### src/sac_pkg.sv
package sac_pkg;

    // Control word layout.
    localparam int SAC_WORD_W = 6;
    localparam int WEIGHT_16DB_BIT = 5;
    localparam int WEIGHT_HALF_DB_BIT = 0;

    // Power-up value of the active register: all ones, 31.5 dB.
    localparam logic [5:0] SAC_RESET_CODE = 6'h3f;

    // Synchroniser reset levels, ordered mode, clock, data, strobe, parallel[5:0].
    // The pins idle high through pull-ups, so mode, strobe and parallel reset high.
    localparam logic [9:0] SAC_SYNC_RESET = 10'h27f;
    localparam int SAC_SYNC_MODE = 9;
    localparam int SAC_SYNC_CLK = 8;
    localparam int SAC_SYNC_DATA = 7;
    localparam int SAC_SYNC_STROBE = 6;

    // Timing.
    localparam int SAC_SYS_CLK_NS = 40;
    localparam int SAC_MODE_SETUP_NS = 100;
    localparam int SAC_MODE_SETUP_CYC = (SAC_MODE_SETUP_NS + SAC_SYS_CLK_NS - 1) / SAC_SYS_CLK_NS;
    localparam int SAC_HALF_PERIOD_NS = 160;
    localparam int SAC_HALF_PERIOD_CYC = (SAC_HALF_PERIOD_NS / SAC_SYS_CLK_NS < 1) ? 1 :
                                         SAC_HALF_PERIOD_NS / SAC_SYS_CLK_NS;

    // Loading methods, as seen by both ends.
    typedef enum logic [1:0] {
        SAC_CONV_SERIAL = 2'b00,
        SAC_DIRECT_SERIAL = 2'b01,
        SAC_DIRECT_PARALLEL = 2'b10,
        SAC_LATCHED_PARALLEL = 2'b11
    } sac_method_t;

endpackage

### src/sac_if.sv
interface sac_if;
    logic mode_sel;
    logic ser_clk;
    logic ser_data;
    logic latch_strobe;
    logic [5:0] par_bits;

    modport dev (
        input mode_sel,
        input ser_clk,
        input ser_data,
        input latch_strobe,
        input par_bits
    );

    modport ctl (
        output mode_sel,
        output ser_clk,
        output ser_data,
        output latch_strobe,
        output par_bits
    );
endinterface

### src/sac_device.sv
// What this block does
// - Mode pin high selects serial, low parallel.
// - Six-bit shift register, top bit first.
// - Each bit carries a binary attenuation weight.
// - Attenuation is sum of set weights.
// - Serial strobe rising copies shift register to active.
// - Latched serial: controller holds strobe low while shifting.
// - Strobe low: shifting never touches active register.
// - Latched loads: controller drops strobe before next word.
// - Controller waits 100 ns after mode rise.
// - Data sampled on rising serial clock edges.
// - Strobe rises after last bit, falls before clock.
// - Strobe held high: active follows every shift.
// - Controller prefers latched serial loading.
// - Serial power-up gives all ones.
// - Parallel with strobe high follows pins continuously.
// - Direct parallel start takes pin levels.
// - Parallel with strobe low holds attenuation.
// - Parallel strobe rising adopts the pin value.
// - Latched parallel starts at maximum attenuation.
module sac_device
    import sac_pkg::*;
#(
    parameter int WORD_W = SAC_WORD_W
) (
    // Clock and reset.
    input wire logic sys_clk,
    input wire logic rst,
    // Control pins from the controller.
    sac_if.dev pins,
    // Attenuation state.
    output logic [WORD_W-1:0] atten_code_q,
    output logic [WORD_W-1:0] atten_halfdb_q,
    output logic serial_mode_q,
    output logic update_q
);

    // Operating modes as decoded from the mode pin and the strobe level.
    typedef enum logic [1:0] {
        MODE_CONV_SER = 2'b00,
        MODE_DIR_SER = 2'b01,
        MODE_DIR_PAR = 2'b10,
        MODE_LAT_PAR = 2'b11
    } sac_mode_t;

    // Sum of the weights of the set bits, in units of 0.5 dB.
    function automatic logic [WORD_W-1:0] sac_weight_sum(input logic [WORD_W-1:0] code);
        logic [WORD_W-1:0] sum;
        sum = '0;
        for (int i = 0; i < WORD_W; i++) begin
            if (code[i]) begin
                sum = sum + (WORD_W'(1) << i);
            end
        end
        return sum;
    endfunction

    logic [9:0] raw_pins;
    logic [9:0] sync1_q;
    logic [9:0] sync2_q;
    logic clk_prev_q;
    logic strobe_prev_q;
    logic [WORD_W-1:0] shift_q;
    logic [WORD_W-1:0] shift_d;
    logic [WORD_W-1:0] active_q;
    logic [WORD_W-1:0] active_d;
    logic load;
    sac_mode_t mode;

    assign raw_pins = {pins.mode_sel, pins.ser_clk, pins.ser_data, pins.latch_strobe, pins.par_bits};

    // Every pin is asynchronous to sys_clk; the first stage feeds only the second.
    // Clock and data go through equal depth so their alignment is kept.
    genvar g;
    generate
        for (g = 0; g < 10; g++) begin : gen_sync
            always_ff @(posedge sys_clk or posedge rst) begin
                if (rst) begin
                    sync1_q[g] <= SAC_SYNC_RESET[g];
                    sync2_q[g] <= SAC_SYNC_RESET[g];
                end else begin
                    sync1_q[g] <= raw_pins[g];
                    sync2_q[g] <= sync1_q[g];
                end
            end
        end
    endgenerate

    wire mode_serial = sync2_q[SAC_SYNC_MODE];
    wire clk_s = sync2_q[SAC_SYNC_CLK];
    wire data_s = sync2_q[SAC_SYNC_DATA];
    wire strobe_s = sync2_q[SAC_SYNC_STROBE];
    wire [WORD_W-1:0] par_s = sync2_q[WORD_W-1:0];

    // Edge detection works on synchronised levels only.
    wire clk_rise = clk_s & ~clk_prev_q;
    wire strobe_rise = strobe_s & ~strobe_prev_q;

    // Mode decode: strobe level picks direct against latched behaviour.
    always_comb begin
        if (mode_serial) begin
            mode = strobe_s ? MODE_DIR_SER : MODE_CONV_SER;
        end else begin
            mode = strobe_s ? MODE_DIR_PAR : MODE_LAT_PAR;
        end
    end

    // Serial clock edges only shift while the mode pin says serial.
    wire shift_en = mode_serial & clk_rise;

    always_comb begin
        shift_d = shift_q;
        if (shift_en) begin
            shift_d = {shift_q[WORD_W-2:0], data_s};
        end
    end

    // Next active value by mode.
    always_comb begin
        active_d = active_q;
        load = 1'b0;
        case (mode)
            MODE_CONV_SER: begin
                // Shifting continues here but the active value stays put.
                active_d = active_q;
            end
            MODE_DIR_SER: begin
                if (strobe_rise) begin
                    active_d = shift_q;
                    load = 1'b1;
                end else if (shift_en) begin
                    // Intermediate words appear here; swings of up to 16 dB are expected.
                    active_d = shift_d;
                    load = 1'b1;
                end
            end
            MODE_DIR_PAR: begin
                // Pins are followed every cycle, including straight after reset.
                active_d = par_s;
                load = (par_s != active_q) | strobe_rise;
            end
            MODE_LAT_PAR: begin
                // Pins may move freely; serial activity is also ignored here.
                active_d = active_q;
            end
            default: begin
                active_d = active_q;
            end
        endcase
    end

    // Edge memories reset to the synchroniser levels, so no false edge follows reset.
    always_ff @(posedge sys_clk or posedge rst) begin
        if (rst) begin
            clk_prev_q <= SAC_SYNC_RESET[SAC_SYNC_CLK];
        end else begin
            clk_prev_q <= clk_s;
        end
    end

    always_ff @(posedge sys_clk or posedge rst) begin
        if (rst) begin
            strobe_prev_q <= SAC_SYNC_RESET[SAC_SYNC_STROBE];
        end else begin
            strobe_prev_q <= strobe_s;
        end
    end

    // Reset to all ones so that holding the strobe high at start-up in serial
    // mode keeps every bit not yet shifted in at its full weight until the word arrives.
    always_ff @(posedge sys_clk or posedge rst) begin
        if (rst) begin
            shift_q <= SAC_RESET_CODE;
        end else begin
            shift_q <= shift_d;
        end
    end

    // Power-up in serial or latched parallel gives maximum attenuation.
    always_ff @(posedge sys_clk or posedge rst) begin
        if (rst) begin
            active_q <= SAC_RESET_CODE;
        end else begin
            active_q <= active_d;
        end
    end

    always_ff @(posedge sys_clk or posedge rst) begin
        if (rst) begin
            atten_code_q <= SAC_RESET_CODE;
            atten_halfdb_q <= SAC_RESET_CODE;
        end else begin
            atten_code_q <= active_d;
            atten_halfdb_q <= sac_weight_sum(active_d);
        end
    end

    always_ff @(posedge sys_clk or posedge rst) begin
        if (rst) begin
            serial_mode_q <= SAC_SYNC_RESET[SAC_SYNC_MODE];
            update_q <= 1'b0;
        end else begin
            serial_mode_q <= mode_serial;
            update_q <= load;
        end
    end

endmodule

### src/flat_wrapper.sv
// flat-port wrapper written by rule: the top's interface ports become plain ports
module sac_device_flat import sac_pkg::*;
#(
    parameter int WORD_W = SAC_WORD_W
)
  (sys_clk, rst, atten_code_q, atten_halfdb_q, serial_mode_q, update_q, pins_mode_sel, pins_ser_clk, pins_ser_data, pins_latch_strobe, pins_par_bits);
  sac_if pins_i ();
  input wire logic sys_clk;
  input wire logic rst;
  output logic [WORD_W-1:0] atten_code_q;
  output logic [WORD_W-1:0] atten_halfdb_q;
  output logic serial_mode_q;
  output logic update_q;
  input wire logic [$bits(pins_i.mode_sel)-1:0] pins_mode_sel;
  input wire logic [$bits(pins_i.ser_clk)-1:0] pins_ser_clk;
  input wire logic [$bits(pins_i.ser_data)-1:0] pins_ser_data;
  input wire logic [$bits(pins_i.latch_strobe)-1:0] pins_latch_strobe;
  input wire logic [$bits(pins_i.par_bits)-1:0] pins_par_bits;
  assign pins_i.mode_sel = pins_mode_sel;
  assign pins_i.ser_clk = pins_ser_clk;
  assign pins_i.ser_data = pins_ser_data;
  assign pins_i.latch_strobe = pins_latch_strobe;
  assign pins_i.par_bits = pins_par_bits;
  sac_device #(.WORD_W(WORD_W)) u_core (.sys_clk(sys_clk), .rst(rst), .pins(pins_i), .atten_code_q(atten_code_q), .atten_halfdb_q(atten_halfdb_q), .serial_mode_q(serial_mode_q), .update_q(update_q));
endmodule
### config.mk
export PLATFORM = sky130hd
export DESIGN_NAME = sac_device_flat
export DESIGN_NICKNAME = d
export VERILOG_FILES = /design/src/sac_pkg.sv /design/src/sac_if.sv /design/src/sac_device.sv /design/src/flat_wrapper.sv
export SDC_FILE = /design/constraint.sdc
export NUM_CORES = 1
export LEC_CHECK = 0
export BUFFER_PORTS_ARGS = -buffer_cell sky130_fd_sc_hd__clkbuf_2
export CORE_AREA = 2 2 58 60
export CTS_CLUSTER_SIZE = 30
export DETAILED_ROUTE_END_ITERATION = 8
export DIE_AREA = 0 0 60 62
export GPL_ROUTABILITY_DRIVEN = 1
export PLACE_DENSITY = 0.69
export SLEW_MARGIN = 40
export SYNTH_ARGS = -nofsm -noshare
export SYNTH_HDL_FRONTEND = slang
export SYNTH_SLANG_ARGS = --single-unit
export TNS_END_PERCENT = 50
### constraint.sdc
create_clock -name sys_clk -period 1.9 [get_ports sys_clk]
set_input_delay 0.285 -clock sys_clk [delete_from_list [all_inputs] [get_ports sys_clk]]
set_output_delay 0.285 -clock sys_clk [all_outputs]
set_load 0.005 [all_outputs]
## Yosys cells after proc, flatten, opt, wreduce, memory -nomap -nowiden

Cells that the tools add are included.
Widths: inputs -> output; s select.

- Register bits after elaboration: 42
- Latch bits: 0
- Bits in writable memories: 0
- Memory bits (read-only): 0
- Input port bits: 12
- Output and inout bits: 14
- Logic and storage cells: 60
- Memories: 0

- Add/sub/neg operators: 5
- $mul: 0
- Divide/modulo/power cells: 0
- $lt $le $gt $ge: 0
- Equal/unequal tests: 4
- Shift operators: 0
- Muxes and demuxes: 16
- Bitwise logic cells: 6
- Reduce and logical (&&, ||, !) cells: 2

Operator list:

| operator | number |
|---|---|
| $mux 6 | 8 |
| $pmux 6 s3 | 1 |
| $add 6x3->6 const B | 1 |
| $add 6x4->6 const B | 1 |
| $add 6x5->6 const B | 1 |
| $add 6x6->6 const B | 1 |
| $ne 6x6->1 | 1 |
| $mux 1 | 5 |
| $eq 2x2->1 const B | 2 |
| $add 1x2->3 const B | 1 |
| $and 1x1->1 | 3 |
| $eq 2x1->1 const B | 1 |
| $logic_not 2->1 | 1 |
| $mux 2 | 1 |
| $not 1->1 | 2 |
| $pmux 1 s2 | 1 |
| $reduce_or 2->1 | 1 |
| $or 1x1->1 | 1 |

## Logic depth before layout (Yosys ltp)

- Word-level depth: 18
- Gate-level depth with buffers: 7

## Worst setup path after synthesis

Ideal clock, no wire load.

- Path kind: reg2reg
- Start point: reg u_core.sync2_q[9], in the netlist u_core.mode_serial
- End point: reg u_core.active_q[0]
- Setup time: 0.086 ns
- Data arrival time: 1.556 ns
- Required time: 1.814 ns
- Path slack: 0.258 ns
- Stages on the path, launching flop included: 7
- Path buffers: 1
- Clock period less this slack: 1.642 ns
- Cells stage by stage: dfstp_2 > inv_1 > ha_1 > xnor2_1 > o31ai_4 > buf_6 > o31ai_2

- Cells in the longest elaborated chain, start to end: 5
- Elaborated cells between the ends (all ways): 11
- Classes of those cells: 3 x eq/ne; 5 x mux; 1 x bitwise; 2 x reduce/logical

RTL lines:

| element | RTL line | text |
|---|---|---|
| from (decl) | sac_device.sv:60 | `logic [9:0] sync2_q;` |
| from (signal, indexed assignment) | sac_device.sv:80 | `sync2_q[g] <= SAC_SYNC_RESET[g];` |
| from (signal, indexed assignment) | sac_device.sv:83 | `sync2_q[g] <= sync1_q[g];` |
| $and 1x1->1 | sac_device.sv:109 | `wire shift_en = mode_serial & clk_rise;` |
| $mux 6 | sac_device.sv:113 | `if (shift_en) begin` |
| $mux 6 | sac_device.sv:131 | `end else if (shift_en) begin` |
| $mux 6 | sac_device.sv:128 | `if (strobe_rise) begin` |
| $pmux 6 s3 * | sac_device.sv:122 | `case (mode)` |
| to (signal assigned) | sac_device.sv:184 | `active_q <= active_d;` |
| to (decl) | sac_device.sv:65 | `logic [WORD_W-1:0] active_q;` |

Every way passes the cells marked *; elsewhere a longest branch is shown, timed or not.

## Worst setup path after layout

- Start point: reg u_core.sync2_q[9], in the netlist u_core.mode_serial
- End point: reg u_core.active_q[1]

The elaborated chain is that of the path after synthesis.

==> metrics.cfg <==
[final_layout]
fillers=261
drive_above_1_share_pct=54.9
finalNonFillerCells=179
diodes=0
regArea_um2=938
area_growth_syn_to_layout_pct=18.6
nets=146
multi_input_area_um2=410
final_cell_mix=dfstp_2 (30), clkbuf_2 (25), dlygate4sd3_1 (8)
mostFrequentLayoutCell=dfstp_2

[routing]
avgRoutedWirePerCell_um=11.7
drc=0
drt.antenna.violating_nets=0
routed_wl_um=2090
first_iter_violations=12
viasPerCell=4.69
vias=839
drt_pass1_iterations=4

[setup_path]
crit_chain=inv_1 > ha_1 > xnor2_1 > o31ai_4 > o31ai_1
slowest_stage=dfstp_2
cp.depth=5
crit_family=flip-flops
cpPeakStageDelay_ns=0.57
r2r_slack_ns=0.21
worst-setup-path-type=register to register
cp-end-kind=register
timing.rr.start=u_core.mode_serial
critical_path_required_ns=2.15
path_max_fanout=13
r2r-end=u_core.active_q[1]
start_kind=register
crit_buf_inv=1
crit_arrival_ns=1.95
reg2regPathDepth=5

[place]
dpl.cell_count=164
hpwl_um=1410
portBuffers=25
gp_congestion=0.773
post-place-ws_ns=0.188

[clock_network]
clock_sinks=36
clkLatencyLatePin_ns=0.33
ctsResizeCount=0
cts_tree=done
path_clk_slew_ns=0.10
clockRootBuffer=clkbuf_4
cts-htree-levels=2
postCtsHoldBufs=1
cts_buffers=5
postCtsSetupBuffers=0
clockBufferDepth=2

[synthesis]
postSynthCellCount=100
avgSynthCellArea_um2=14.4
ys_warn_count=0
synth_area_mm2=0.00144
async_flop_share_pct=100
synth_enable_flop_cells=0
ys_seq_elements=36
synthesis.nets=113
synthDistinctLibCells=24
yosys_most_used_dff=dfstp_2
seq_area_frac_synth_pct=65.2

[sta]
worst_slew_pin_slew_ns=0.557
finalSetupViolCount=0
slew_violations=0
period_needed_ns=1.69
max_freq_ghz=0.590
tns_ns=0
setup_ws_ns=0.206
clock_skew_ns=0.00828
post-route-period-util_pct=89.2
finalHoldViolations=0
relSlewSlack_pct=62.9
rsz0062_at_grt=false

[grt]
antenna_found_initial=0
grt_max_degree=37
grt_pass1_wl_um=3310
grt-ovfl-total=0
grt_pass1_vias=760
grt.total_usage_pct=13.2

[pwr]
p_leak_nw=0.744
p_sw_w=0.000516
ir_drop_mv=0.494
swShare_pct=26.9
power_frac_seq_pct=57.5
powerDensity_mw_per_mm2=1120
pwr-share-clk_pct=22.7
internal_power_w=0.00140
comb_power_share_pct=19.8

[flow_run]
drv_cap=0

[outcome]
outcome=finished clean

[floorplan]
die_w_um=60
fp.dieH_um=62
row_count=21
io_pins=26
start_util_pct=45.3
dieArea_mm2=0.00372
core_mm2=0.00318

[min_path]
hp-class=input port to register
holdPathStages=1
worstHoldStart=pins_par_bits[1]
hold_path_end=u_core.sync1_q[1]

==> state kept, by name, summed over array words and instances, names as in the netlist, 6 cells and up <==
| name | cells |
|---|---|
| u_core.par_s | 6 |
| u_core.shift_q | 6 |
| u_core.sync1_q | 10 |
| u_core.active_q | 6 |
==> layout make-up <==
type                            count  share of cell area (%)
Clock buffer                        7                    3.81
Inverter                            2                   0.440
Multi-Input combinational cell     52                    24.0
Sequential cell                    36                    55.0
Tap cell                           46                    3.37
Timing Repair Buffer               36                    13.3
==> how the worst max path moves through the flow <==
stage,start,end,slack (ns)
2_1_floorplan,u_core.mode_serial,u_core.active_q[0],0.26
6_report,u_core.mode_serial,u_core.active_q[1],0.21
3_5_place_dp,u_core.mode_serial,u_core.active_q[1],0.19
3_3_place_gp,u_core.mode_serial,u_core.active_q[1],0.25
5_1_grt,u_core.mode_serial,u_core.active_q[1],0.07
4_1_cts,u_core.mode_serial,u_core.active_q[2],0.17
==> kinds of logic (layout without fill, tap and decap cells) <==
logic type / count (synthesis) / after routing / synth area share, %
xor+xnor: 7 / 7 / 4.26
compound gates: 20 / 20 / 11.8
flops: 36 / 36 / 65.2
mux: 6 / 6 / 4.70
simple gates: 18 / 18 / 6.87
buf+inv: 12 / 45 / 6.26
fa+ha+maj: 1 / 1 / 0.869
==> synth_stat cells (2+ instances only) <==
cell / count / area share (%)
a21oi_1: 6 / 2.1
a31o_1: 3 / 1.8
a31o_2: 3 / 1.8
buf_4: 6 / 3.1
buf_6: 3 / 2.3
dfrtp_1: 6 / 10
dfstp_2: 30 / 55
inv_1: 2 / 0.52
mux2_1: 6 / 4.7
nand2_1: 6 / 1.6
nor2b_1: 7 / 3.0
o31ai_1: 3 / 1.6
o31ai_2: 3 / 2.6
xor2_1: 6 / 3.7
==> power by group through the flow <==
stage	logic (W)	registers, W	clock network, W
CTS	0.000376	0.00110	0.000462
global placement	0.000365	0.00111	0
floorplan	0.000297	0.00109	0
global route	0.000440	0.00113	0.000499
detailed placement	0.000373	0.00112	0
finish	0.000379	0.00110	0.000435
==> metrics by stage <==
stage	hold slack, ns	util, %	total power [W]	instance area, um^2
CTS	0.000543	51.5	0.00194	1640
detailed placement	0.336	49.1	0.00149	1560
floorplan	0.289	-	0.00139	1440
global route	0.000370	53.7	0.00207	1710
finish	0.0295	53.7	0.00192	1710
global placement	0.333	49.1	0.00147	1560
==> layer usage <==
metal	share of wire (%)	track usage (%)
met3	4.7	6.21
met1	43	14.3
met2	50	20.8
met4	2.7	8.57
met5	0	0
Note: power is estimated with default switching activity, not from simulation.
